$ cat src/logic/ccn_params.svh
`ifndef CCN_PARAMS_SVH
`define CCN_PARAMS_SVH

// Register byte offsets on the AXI4-Lite port
`define CCN_REG_CONTROL 8'h00
`define CCN_REG_ACCEPT_CODE 8'h04
`define CCN_REG_ACCEPT_MASK 8'h08
`define CCN_REG_TIMING 8'h0C
`define CCN_REG_STATUS 8'h10
`define CCN_REG_COUNTS 8'h14

// Control register fields
`define CCN_CTRL_NODE_LSB 0
`define CCN_CTRL_NODE_MSB 6
`define CCN_CTRL_WACK_BIT 8

// Timing register fields
`define CCN_TIM_PRESCALE_LSB 0
`define CCN_TIM_PRESCALE_MSB 7
`define CCN_TIM_SEG1_LSB 8
`define CCN_TIM_SEG1_MSB 11
`define CCN_TIM_SEG2_LSB 12
`define CCN_TIM_SEG2_MSB 14

// Status register bits, write one to clear
`define CCN_ST_RX_BIT 0
`define CCN_ST_TX_BIT 1
`define CCN_ST_WBERR_BIT 2
`define CCN_ST_ALERT_BIT 3

// Reset values
`define CCN_RST_NODE 7'h00
`define CCN_RST_WACK 1'b1
`define CCN_RST_PRESCALE 8'h04
`define CCN_RST_SEG1 4'h7
`define CCN_RST_SEG2 3'h3
`define CCN_RST_ACCEPT_CODE 11'h000
`define CCN_RST_ACCEPT_MASK 11'h7FF

// Command codes carried in the low identifier nibble
`define CCN_CMD_DATA 4'h1
`define CCN_CMD_WRITE 4'h2
`define CCN_CMD_WRITE_RESP 4'h3
`define CCN_CMD_READ 4'h4
`define CCN_CMD_READ_RESP 4'h5
`define CCN_CMD_ALERT 4'h7

// Write response status values
`define CCN_WSTAT_OK 8'h00
`define CCN_WSTAT_BUS_ERR 8'h01
`define CCN_WSTAT_SHORT 8'h02

`endif

$ cat src/logic/ccn_pkg.sv
package ccn_pkg;

    // One CAN frame as passed to and from the protocol controller
    typedef struct packed {
        logic extended;
        logic [28:0] identifier;
        logic [3:0] length;
        logic [63:0] payload;
    } ccn_frame_t;

    // Register access towards the local bus
    typedef struct packed {
        logic cyc;
        logic stb;
        logic we;
        logic [15:0] adr;
        logic [15:0] dat;
    } ccn_wb_req_t;

    typedef enum logic [2:0] {
        CCN_IDLE = 3'b001,
        CCN_BUS = 3'b010,
        CCN_SEND = 3'b100
    } ccn_state_t;

endpackage

$ cat src/logic/ccn_node.sv
`timescale 1ns/1ps
`include "ccn_params.svh"
module ccn_node (
    input wire logic clk,
    input wire logic reset,
    // AXI4-Lite slave
    input wire logic [7:0] s_axi_awaddr,
    input wire logic s_axi_awvalid,
    output logic s_axi_awready,
    input wire logic [31:0] s_axi_wdata,
    input wire logic [3:0] s_axi_wstrb,
    input wire logic s_axi_wvalid,
    output logic s_axi_wready,
    output logic [1:0] s_axi_bresp,
    output logic s_axi_bvalid,
    input wire logic s_axi_bready,
    input wire logic [7:0] s_axi_araddr,
    input wire logic s_axi_arvalid,
    output logic s_axi_arready,
    output logic [31:0] s_axi_rdata,
    output logic [1:0] s_axi_rresp,
    output logic s_axi_rvalid,
    input wire logic s_axi_rready,
    // Frames from the protocol controller
    input wire ccn_pkg::ccn_frame_t rx_frame,
    input wire logic rx_valid,
    output logic rx_ready,
    // Frames to the protocol controller
    output ccn_pkg::ccn_frame_t tx_frame,
    output logic tx_valid,
    input wire logic tx_ready,
    // Register bus master
    output ccn_pkg::ccn_wb_req_t wb_req,
    input wire logic [15:0] wb_dat_i,
    input wire logic wb_ack,
    input wire logic wb_err,
    // Bit timing strobes for the controller, then the interrupt output
    output logic quantum_tick,
    output logic bit_start,
    output logic bit_sample,
    output logic irq_n
);

    ////////////////////////////////////////////////////////////////////////
    // Helpers

    // Builds a standard response frame for this node
    function automatic ccn_pkg::ccn_frame_t make_resp(
        input logic [6:0] node,
        input logic [3:0] cmd,
        input logic [3:0] len,
        input logic [63:0] data
    );
        ccn_pkg::ccn_frame_t f;
        f.extended = 1'b0;
        f.identifier = {18'h00000, node, cmd};
        f.length = len;
        f.payload = data;
        return f;
    endfunction

    // Byte n of a payload, byte 0 in the top lane
    function automatic logic [7:0] pay_byte(
        input logic [63:0] p,
        input int n
    );
        return p[63 - 8 * n -: 8];
    endfunction

    ////////////////////////////////////////////////////////////////////////
    // Configuration and status registers

    logic [6:0] node_addr;
    logic write_ack_en;
    logic [10:0] accept_code;
    logic [10:0] accept_mask;
    logic [7:0] prescale;
    logic [3:0] seg1;
    logic [2:0] seg2;
    logic [3:0] status;
    logic [7:0] data_count;
    logic [7:0] alert_count;
    logic [7:0] drop_count;

    logic aw_held;
    logic w_held;
    logic [7:0] aw_addr;
    logic [31:0] w_data;
    logic [3:0] w_strb;

    // Address and data may arrive in either order
    assign s_axi_awready = !aw_held && !s_axi_bvalid;
    assign s_axi_wready = !w_held && !s_axi_bvalid;
    assign s_axi_arready = !s_axi_rvalid;

    wire aw_fire = s_axi_awvalid && s_axi_awready;
    wire w_fire = s_axi_wvalid && s_axi_wready;
    wire [7:0] wr_addr = aw_fire ? s_axi_awaddr : aw_addr;
    wire [31:0] wr_data = w_fire ? s_axi_wdata : w_data;
    wire [3:0] wr_strb = w_fire ? s_axi_wstrb : w_strb;
    wire wr_go = (aw_held || aw_fire) && (w_held || w_fire);

    wire wr_ctrl = wr_go && wr_addr == `CCN_REG_CONTROL;
    wire wr_code = wr_go && wr_addr == `CCN_REG_ACCEPT_CODE;
    wire wr_mask = wr_go && wr_addr == `CCN_REG_ACCEPT_MASK;
    wire wr_tim = wr_go && wr_addr == `CCN_REG_TIMING;
    wire wr_stat = wr_go && wr_addr == `CCN_REG_STATUS;
    wire wr_known = wr_ctrl || wr_code || wr_mask || wr_tim || wr_stat
        || (wr_go && wr_addr == `CCN_REG_COUNTS);

    // Read decode; the counts word is read only
    wire ar_fire = s_axi_arvalid && s_axi_arready;
    wire [7:0] ra = s_axi_araddr;
    wire rd_known = ra == `CCN_REG_CONTROL || ra == `CCN_REG_ACCEPT_CODE
        || ra == `CCN_REG_ACCEPT_MASK || ra == `CCN_REG_TIMING
        || ra == `CCN_REG_STATUS || ra == `CCN_REG_COUNTS;
    logic [31:0] rd_mux;
    always_comb begin
        rd_mux = 32'h00000000;
        unique case (ra)
            `CCN_REG_CONTROL: rd_mux = {23'h000000, write_ack_en, 1'b0,
                node_addr};
            `CCN_REG_ACCEPT_CODE: rd_mux = {21'h000000, accept_code};
            `CCN_REG_ACCEPT_MASK: rd_mux = {21'h000000, accept_mask};
            `CCN_REG_TIMING: rd_mux = {17'h00000, seg2, seg1, prescale};
            `CCN_REG_STATUS: rd_mux = {28'h0000000, status};
            `CCN_REG_COUNTS: rd_mux = {8'h00, drop_count, alert_count,
                data_count};
            default: rd_mux = 32'h00000000;
        endcase
    end

    // Write channel holding and response
    always_ff @(posedge clk or posedge reset) begin
        if (reset) begin
            aw_held <= 1'b0;
            w_held <= 1'b0;
            aw_addr <= 8'h00;
            w_data <= 32'h00000000;
            w_strb <= 4'h0;
            s_axi_bvalid <= 1'b0;
            s_axi_bresp <= 2'b00;
        end else begin
            if (aw_fire) aw_addr <= s_axi_awaddr;
            if (w_fire) begin
                w_data <= s_axi_wdata;
                w_strb <= s_axi_wstrb;
            end
            aw_held <= wr_go ? 1'b0 : (aw_held || aw_fire);
            w_held <= wr_go ? 1'b0 : (w_held || w_fire);
            if (wr_go) begin
                s_axi_bvalid <= 1'b1;
                s_axi_bresp <= wr_known ? 2'b00 : 2'b10;
            end else if (s_axi_bready) begin
                s_axi_bvalid <= 1'b0;
            end
        end
    end

    // Read channel; unmapped reads answer SLVERR with zero data
    always_ff @(posedge clk or posedge reset) begin
        if (reset) begin
            s_axi_rvalid <= 1'b0;
            s_axi_rdata <= 32'h00000000;
            s_axi_rresp <= 2'b00;
        end else if (ar_fire) begin
            s_axi_rvalid <= 1'b1;
            s_axi_rdata <= rd_mux;
            s_axi_rresp <= rd_known ? 2'b00 : 2'b10;
        end else if (s_axi_rready) begin
            s_axi_rvalid <= 1'b0;
        end
    end

    // Configuration fields, byte lanes honoured
    always_ff @(posedge clk or posedge reset) begin
        if (reset) begin
            node_addr <= `CCN_RST_NODE;
            write_ack_en <= `CCN_RST_WACK;
            accept_code <= `CCN_RST_ACCEPT_CODE;
            accept_mask <= `CCN_RST_ACCEPT_MASK;
            prescale <= `CCN_RST_PRESCALE;
            seg1 <= `CCN_RST_SEG1;
            seg2 <= `CCN_RST_SEG2;
        end else begin
            if (wr_ctrl && wr_strb[0]) node_addr <= wr_data[6:0];
            if (wr_ctrl && wr_strb[1]) write_ack_en <= wr_data[8];
            if (wr_code && wr_strb[0]) accept_code[7:0] <= wr_data[7:0];
            if (wr_code && wr_strb[1]) accept_code[10:8] <= wr_data[10:8];
            if (wr_mask && wr_strb[0]) accept_mask[7:0] <= wr_data[7:0];
            if (wr_mask && wr_strb[1]) accept_mask[10:8] <= wr_data[10:8];
            if (wr_tim && wr_strb[0]) prescale <= wr_data[7:0];
            if (wr_tim && wr_strb[1]) begin
                seg1 <= wr_data[11:8];
                seg2 <= wr_data[14:12];
            end
        end
    end

    ////////////////////////////////////////////////////////////////////////
    // Bit timing: one sync quantum, seg1 before sampling, seg2 after

    logic [7:0] tq_count;
    logic [4:0] q_count;
    // A zero prescale would stall the divider, so treat it as one
    wire [7:0] tq_last = (prescale == 8'h00) ? 8'h00 : prescale - 8'h01;
    wire [4:0] bit_quanta = 5'(1 + seg1 + seg2);
    wire tq_end = tq_count == tq_last;
    assign quantum_tick = tq_end;
    assign bit_start = tq_end && q_count == 5'h00;
    assign bit_sample = tq_end && q_count == 5'(seg1);

    always_ff @(posedge clk or posedge reset) begin
        if (reset) begin
            tq_count <= 8'h00;
            q_count <= 5'h00;
        end else begin
            tq_count <= tq_end ? 8'h00 : tq_count + 8'h01;
            if (tq_end) begin
                q_count <= (q_count >= bit_quanta - 5'h01) ? 5'h00
                    : q_count + 5'h01;
            end
        end
    end

    ////////////////////////////////////////////////////////////////////////
    // Frame decode

    ccn_pkg::ccn_state_t state;
    logic [15:0] req_addr;
    logic req_write;
    logic [63:0] resp_data;
    logic [3:0] resp_len;
    logic [3:0] resp_cmd;

    wire [10:0] std_id = rx_frame.identifier[10:0];
    wire [6:0] rx_node = std_id[10:4];
    wire [3:0] rx_cmd = std_id[3:0];
    // Extended frames are accepted by the controller but carry no command
    wire std_frame = !rx_frame.extended;
    wire id_pass = ((std_id ^ accept_code) & ~accept_mask) == 11'h000;
    wire for_me = std_frame && id_pass && rx_node == node_addr;
    wire rx_take = rx_valid && rx_ready;
    wire [15:0] rx_addr = {pay_byte(rx_frame.payload, 0),
        pay_byte(rx_frame.payload, 1)};
    wire [15:0] rx_wdata = {pay_byte(rx_frame.payload, 2),
        pay_byte(rx_frame.payload, 3)};
    wire is_write = for_me && rx_cmd == `CCN_CMD_WRITE;
    wire is_read = for_me && rx_cmd == `CCN_CMD_READ;
    wire write_ok = is_write && rx_frame.length >= 4'h4;
    wire read_ok = is_read && rx_frame.length >= 4'h2;
    wire is_data = for_me && rx_cmd == `CCN_CMD_DATA;
    wire is_alert = for_me && rx_cmd == `CCN_CMD_ALERT;
    wire wb_done = wb_ack || wb_err;

    assign rx_ready = state == ccn_pkg::CCN_IDLE;
    assign tx_valid = state == ccn_pkg::CCN_SEND;

    ////////////////////////////////////////////////////////////////////////
    // Transaction sequencer

    always_ff @(posedge clk or posedge reset) begin
        if (reset) begin
            state <= ccn_pkg::CCN_IDLE;
            req_addr <= 16'h0000;
            req_write <= 1'b0;
            wb_req <= '0;
            tx_frame <= '0;
        end else begin
            unique case (state)
                ccn_pkg::CCN_IDLE: begin
                    if (rx_take && (write_ok || read_ok)) begin
                        state <= ccn_pkg::CCN_BUS;
                        req_addr <= rx_addr;
                        req_write <= write_ok;
                        wb_req.cyc <= 1'b1;
                        wb_req.stb <= 1'b1;
                        wb_req.we <= write_ok;
                        wb_req.adr <= rx_addr;
                        wb_req.dat <= rx_wdata;
                    end else if (rx_take && is_write && write_ack_en) begin
                        // Too short to carry data: refuse with a status
                        state <= ccn_pkg::CCN_SEND;
                        tx_frame <= make_resp(node_addr,
                            `CCN_CMD_WRITE_RESP, 4'h3,
                            {rx_addr, `CCN_WSTAT_SHORT, 40'h0});
                    end else if (rx_take && is_read) begin
                        state <= ccn_pkg::CCN_SEND;
                        tx_frame <= make_resp(node_addr,
                            `CCN_CMD_READ_RESP, 4'h2,
                            {rx_addr, 48'h0});
                    end
                end
                ccn_pkg::CCN_BUS: begin
                    if (wb_done) begin
                        wb_req.cyc <= 1'b0;
                        wb_req.stb <= 1'b0;
                        if (req_write && !write_ack_en) begin
                            state <= ccn_pkg::CCN_IDLE;
                        end else begin
                            state <= ccn_pkg::CCN_SEND;
                        end
                        if (req_write) begin
                            tx_frame <= make_resp(node_addr,
                                `CCN_CMD_WRITE_RESP, 4'h3, {req_addr,
                                wb_err ? `CCN_WSTAT_BUS_ERR
                                : `CCN_WSTAT_OK, 40'h0});
                        end else if (wb_err) begin
                            tx_frame <= make_resp(node_addr,
                                `CCN_CMD_READ_RESP, 4'h2,
                                {req_addr, 48'h0});
                        end else begin
                            tx_frame <= make_resp(node_addr,
                                `CCN_CMD_READ_RESP, 4'h4,
                                {req_addr, wb_dat_i, 32'h0});
                        end
                    end
                end
                ccn_pkg::CCN_SEND: begin
                    if (tx_ready) state <= ccn_pkg::CCN_IDLE;
                end
            endcase
        end
    end

    ////////////////////////////////////////////////////////////////////////
    // Sticky events; a new event wins over a clear in the same cycle

    wire tx_done = tx_valid && tx_ready;
    wire bus_err = state == ccn_pkg::CCN_BUS && wb_err;
    wire [3:0] events = {rx_take && is_alert, bus_err, tx_done,
        rx_take && id_pass};
    wire [3:0] clear = (wr_stat && wr_strb[0]) ? wr_data[3:0] : 4'h0;

    always_ff @(posedge clk or posedge reset) begin
        if (reset) begin
            status <= 4'h0;
            data_count <= 8'h00;
            alert_count <= 8'h00;
            drop_count <= 8'h00;
        end else begin
            status <= (status & ~clear) | events;
            if (rx_take && is_data) data_count <= data_count + 8'h01;
            if (rx_take && is_alert) alert_count <= alert_count + 8'h01;
            if (rx_take && !for_me) drop_count <= drop_count + 8'h01;
        end
    end

    // Low while a transmit or receive event is pending
    assign irq_n = !(status[`CCN_ST_RX_BIT] || status[`CCN_ST_TX_BIT]);

endmodule

$ cat config.mk
export PLATFORM = sky130hd
export DESIGN_NAME = ccn_node
export DESIGN_NICKNAME = d
export VERILOG_FILES = /design/src/logic/ccn_pkg.sv /design/src/logic/ccn_node.sv
export VERILOG_INCLUDE_DIRS = /design/src /design/src/logic
export SDC_FILE = /design/constraint.sdc
export NUM_CORES = 1
export LEC_CHECK = 0
export BUFFER_PORTS_ARGS = -buffer_cell sky130_fd_sc_hd__clkbuf_2
export CAP_MARGIN = 20
export CORE_MARGIN = 5
export CORE_UTILIZATION = 53
export CTS_BUF_LIST = sky130_fd_sc_hd__clkbuf_4
export DETAILED_ROUTE_END_ITERATION = 12
export PLACE_DENSITY = 0.9
export SYNTH_ARGS = -nofsm -noshare
export SYNTH_HDL_FRONTEND = slang
export SYNTH_SLANG_ARGS = --single-unit
$ cat constraint.sdc
create_clock -name clk -period 7.3 [get_ports clk]
set_input_delay 0 -clock clk [delete_from_list [all_inputs] [get_ports clk]]
set_output_delay 0 -clock clk [all_outputs]
set_load 0.01 [all_outputs]
---- Word level (Yosys, flattened, before mapping) ----
Index checks and enable logic that the tools add are counted.
word-level totals
  word-level logic and storage cells ...... 191
  bits in registers ....................... 287
  output and inout port bits .............. 180
operators by class
  reduce and logical (&&, ||, !) cells .... 78
  add/subtract/negate cells ............... 9
  equal/unequal tests ..................... 26
  bitwise gates (word level) .............. 6
  multiplexer cells ....................... 34
  $lt $le $gt $ge ......................... 3
operator list
  operator                                                               count
  98-bit two-way mux                                                     4
  98-bit one-hot mux with 2 select lines                                 1
  24-bit one-hot mux with 6 select lines                                 1
  71-bit two-way mux                                                     1
  67-bit two-way mux                                                     1
  1-bit logical AND                                                      43
  35-bit two-way mux                                                     1
  8-bit by 1-bit adder with 8-bit output, second input constant          4
  8-bit by 4-bit equality test with 1-bit output, second input constant  4
  8-bit by 5-bit equality test with 1-bit output, second input constant  4
  8-bit zero test                                                        3
  8-bit two-way mux                                                      3
  3-bit two-way mux                                                      6
  8-bit by 3-bit equality test with 1-bit output, second input constant  2
  1-bit logical OR                                                       15
  15-bit two-way mux                                                     1
  11-bit AND                                                             1
  11-bit zero test                                                       1
  11-bit NOT                                                             1
  11-bit XOR                                                             1
  3-bit one-hot mux with 3 select lines                                  1
  4-bit by 3-bit equality test with 1-bit output, second input constant  2
  8-bit equality test                                                    1
  1-bit zero test                                                        8
  32 further kinds                                                       46

---- Longest topological paths before layout ----
  depth in word-level cells ............... 12
  gate-level depth with buffers ........... 10
  gate-level depth less buffers ........... 10

---- Least setup slack after synthesis ----
Ideal clock, no wire load.
  kind .................................... register to register
  start point ............................. reg prescale[0]
  end point ............................... reg q_count[3]
  stages on the path, launching flop included .. 11
  path buffers ............................ 1
  setup slack ............................. 4.495 ns
  arrival ................................. 2.675 ns
  period minus slack after synthesis ...... 2.805 ns
  cells stage by stage .................... dfrtp_1 > inv_1 > ha_1 > or4b_4 > nor3_2 > o31ai_1 > a211o_1 > or4b_1 > clkbuf_2 > a22oi_1 > o31ai_1
on the way
  cells in the longest elaborated chain, start to end .. 3
  elaborated cells on any way between the ends .. 4
  classes of those cells .................. add/sub (1); eq/ne (1); mux (1); reduce/logical (1)
ends and longest elaborated chain
  item                                                                            RTL line         text
  start: declaration                                                              ccn_node.sv:77   logic [7:0] prescale;
  start signal: assignment                                                        ccn_node.sv:182  prescale <= `CCN_RST_PRESCALE;
  start signal: assignment                                                        ccn_node.sv:192  if (wr_tim && wr_strb[0]) prescale <= wr_data[7:0];
  8-bit by 1-bit subtractor with 8-bit output or 8-bit zero test (tied branches)  ccn_node.sv:206  wire [7:0] tq_last = (prescale == 8'h00) ? 8'h00 : prescale - 8'h01;
  8-bit two-way mux (*)                                                           ccn_node.sv:206
  8-bit equality test (*)                                                         ccn_node.sv:208  wire tq_end = tq_count == tq_last;
  end signal: assignment                                                          ccn_node.sv:220  q_count <= (q_count >= bit_quanta - 5'h01) ? 5'h00
  end: declaration                                                                ccn_node.sv:204  logic [4:0] q_count;
Every way passes the cells marked *; elsewhere a longest branch is shown, timed or not.
A chain may end at the register's enable or synchronous reset.

---- Worst setup path in the final report ----
  start point ............................. reg prescale[0]
  end point ............................... out bit_start
on the way
  cells in the longest elaborated chain, start to end .. 4
  elaborated cells on any way between the ends .. 5
  classes of those cells .................. add/sub (1); eq/ne (1); mux (1); reduce/logical (2)
ends and longest elaborated chain
  item                                                                            RTL line         text
  8-bit by 1-bit subtractor with 8-bit output or 8-bit zero test (tied branches)  ccn_node.sv:206
  8-bit two-way mux (*)                                                           ccn_node.sv:206
  8-bit equality test (*)                                                         ccn_node.sv:208
  1-bit logical AND (*)                                                           ccn_node.sv:210  assign bit_start = tq_end && q_count == 5'h00;
  end: declaration                                                                ccn_node.sv:39   output logic bit_start,
Marks and branches as above.

==> out/metrics.cfg <==
[cts]
post_cts_resized=0
cts_sinks=222
h-tree-depth=2
ctsLongestPathBuffers=3
ctsRootBufferMaster=clkbuf_4
clkTransAtPathRegs_ns=0.07
cts_tree=yes
cts_hold_buffers=127
clk_latency_ns=0.71
cts_setup_buffers=0
cts_made_buffers=54

[worst_setup_path]
path_class=reg2out
cp_max_fo=7
worstSetupEndpoint=bit_start
cp_num_cells=9
r2r-end=tx_frame[41]$_DFFE_PP0P_
worstPathCellList=inv_1, ha_1, nor4b_1, nand4b_1, o311ai_0, nand3_1, or4b_1, nor3_1, clkbuf_2
crit_family=simple AND/OR/NAND/NOR gates
slowest_stage=nor4b_1
cp_data_required_time_ns=7.30
path_buf_inv=2
worstSetupStartpointType=flip-flop
r2r_cells=8
regToRegSetupSlack_ns=3.89
r2r_start=accept_code[4]$_DFFE_PP0P_
arrival_ns=3.98
slowest_delay_ns=0.77
crit_path_end_kind=output port
crit_start=prescale[0]$_DFFE_PP0P_

[logic_synthesis]
synth.cell_area_sq_um=10880
synth-seq-cells=222
ys.flop_type=dfrtp_1
synth.area.top_cells=dfrtp_1 47%, mux2_2 10%, buf_4 4.7%, dfstp_2 4.6%, nand2_1 3.5%
ys_types=67
ys_warn_count=0
synth_top_cell_by_area=dfrtp_1
yosysSeqAreaShare_pct=51.26
synth_top_area_share_pct=46.68
async_flop_share_pct=100.0
synth_area_per_cell_sq_um=11.11
synth_edf_count=0
synthesis.instances=980

[timing]
worstMarginPinSlew_ns=1.035
hold_viol_final=0
grt_setup_unrepaired=false
slew_headroom_pct=31.02
drv_slew=0
setup_violations=0
tns_ns=0
min_period_ns=3.984
fin_crit_sh_pct=54.57
fmax_ghz=0.2510
clock_skew_ns=0.06756

[drt]
drt_first_pass_iters=5
routed_wl_microns=31340
routed-via-count=9073
drt_first_iter_violations=631
wl_per_cell_microns=18.80
drtAntennaViolNets=0
drc_errors=0
viasPerCell=5.443

[floorplan]
row_count=52
core-area_sq_um=20230
die-area_sq_um=23500
ios=357
initial_core_util_pct=53.78
die_y_microns=153.3
fp.dieW_microns=153.3

[global_routing]
grt_first_pass_wirelength_microns=49870
grt.total_usage_pct=26.01
gr-total-overflow=0
grt_pass1_vias=9441
antenna_found_initial=1
grt_max_degree=153

[finish]
fill_cells=1370
fin_cells=1667
area_growth_pct=28.50
final_cell_mix=223 x clkbuf_2, 203 x dfrtp_1, 128 x dlygate4sd3_1
mostFrequentLayoutCell=clkbuf_2
nNetsFinal=1542
drive_above_1_share_pct=33.12

[power_and_ir_drop]
report.power.total_mw=3.375
p_leak_nw=7.004
ir_drop_v=0.0002083
power_density_nw_per_um2=241.3

[min_path]
hold_path.class=in2reg

[placement]
dp.cells=1434
place.detailed.hpwl_microns=19300
place.gp.congestion=0.9048
port_buffers=223

[outcome]
status=finished, final reports clean

[job]
maxCapViolations=0

==> layout make-up <==
cell class,count,area [sq um],area share [%]
Tap cell,270,337.8,2.416
Clock inverter,18,83.83,0.5994
Clock buffer,84,630.6,4.509
Inverter,29,116.4,0.8321
Timing Repair Buffer,357,2462,17.61
Antenna cell,2,5.005,0.03579
Multi-Input combinational cell,685,4770,34.11
Sequential cell,222,5579,39.89
==> power breakdown <==
part	total [mW]	internal [mW]	switching, mW
Clock	1.05	0.529	0.520
Sequential	1.54	1.40	0.143
Combinational	0.785	0.364	0.421
==> routing by layer <==
metal	GRT usage (%)	part of all wire, %	wire (microns)	vias to the layer above
met5	0	0	0	-
met4	12.09	4.2	1322	0
met3	7.181	8.6	2691	113
met2	43.75	50	15640	475
met1	31.10	37	11680	4412
li1	-	-	-	4073
==> worst min path at each step <==
stage	startpoint	endpoint	slack [ns]	cells after the start
floorplan	s_axi_bready	s_axi_bvalid$_DFFE_PP0P_	0.1	1
global placement	s_axi_rready	s_axi_rvalid$_DFFE_PP0P_	0.19	2
detailed placement	s_axi_bready	s_axi_bvalid$_DFFE_PP0P_	0.18	2
CTS	s_axi_rready	s_axi_rvalid$_DFFE_PP0P_	0.008	3
global route	rx_frame[36]	wb_req[4]$_DFFE_PP0P_	0.07	3
finish	s_axi_araddr[4]	s_axi_rdata[8]$_DFFE_PP0P_	0.08	4
==> kinds of logic after synthesis <==
kind of cell | count (synthesis) | share of synthesized area [%]
AO/OA/AOI/OAI | 151 | 8.519
XOR/XNOR | 54 | 4.472
adder cells (fa/ha/maj) | 16 | 1.908
buffers and inverters | 135 | 7.197
flip-flops | 222 | 51.26
multiplexers | 135 | 14.45
other | 1 | 0.03446
AND/OR/NAND/NOR | 266 | 12.15
==> worst register-to-register path: stages (launching register included) <==
cell           delay, ns
dfrtp_1             0.41
xnor2_1             0.17
o22ai_1             0.12
nor4_1              0.40
nand4_1             0.42
nor4_1              0.78
a22oi_1             0.18
dlygate4sd3_1       0.64
o21ai_0             0.17
==> sequential cells by signal (all words and copies together) (netlist names), 4 cells and up <==
register,cells
drop_count,8
node_addr,7
accept_code,11
alert_count,8
data_count,8
tx_frame,44
req_addr,16
wb_req,17
s_axi_rdata,24
prescale,8
accept_mask,11
tq_count,8
seg1,4
status,4
w_data,15
aw_addr,8
q_count,5
==> Yosys cell counts (all sizes together), types with 10 or more instances <==
cell    number
buf         77
nor3        18
dfstp       19
nand3       19
mux2i       30
ha          15
xor2        22
a21oi       18
a22oi       14
nand2      102
clkbuf      29
mux2        97
dfrtp      203
o21ai       73
xnor2       31
nand4       10
nor2        48
inv         29
==> through the flow <==
stage / setup slack (ns) / instance area, sq um / hold WS, ns / util [%]
floorplan: 1.254 / 11120 / 0.09645 / -
global placement: 4.173 / 11960 / 0.1905 / 59.09
detailed placement: 4.032 / 11960 / 0.1837 / 59.09
CTS: 3.329 / 13940 / 0.007813 / 68.90
global route: 3.066 / 13980 / 0.06754 / 69.10
finish: 3.316 / 13980 / 0.07708 / 69.11
Power figures use the tool's default switching activity.
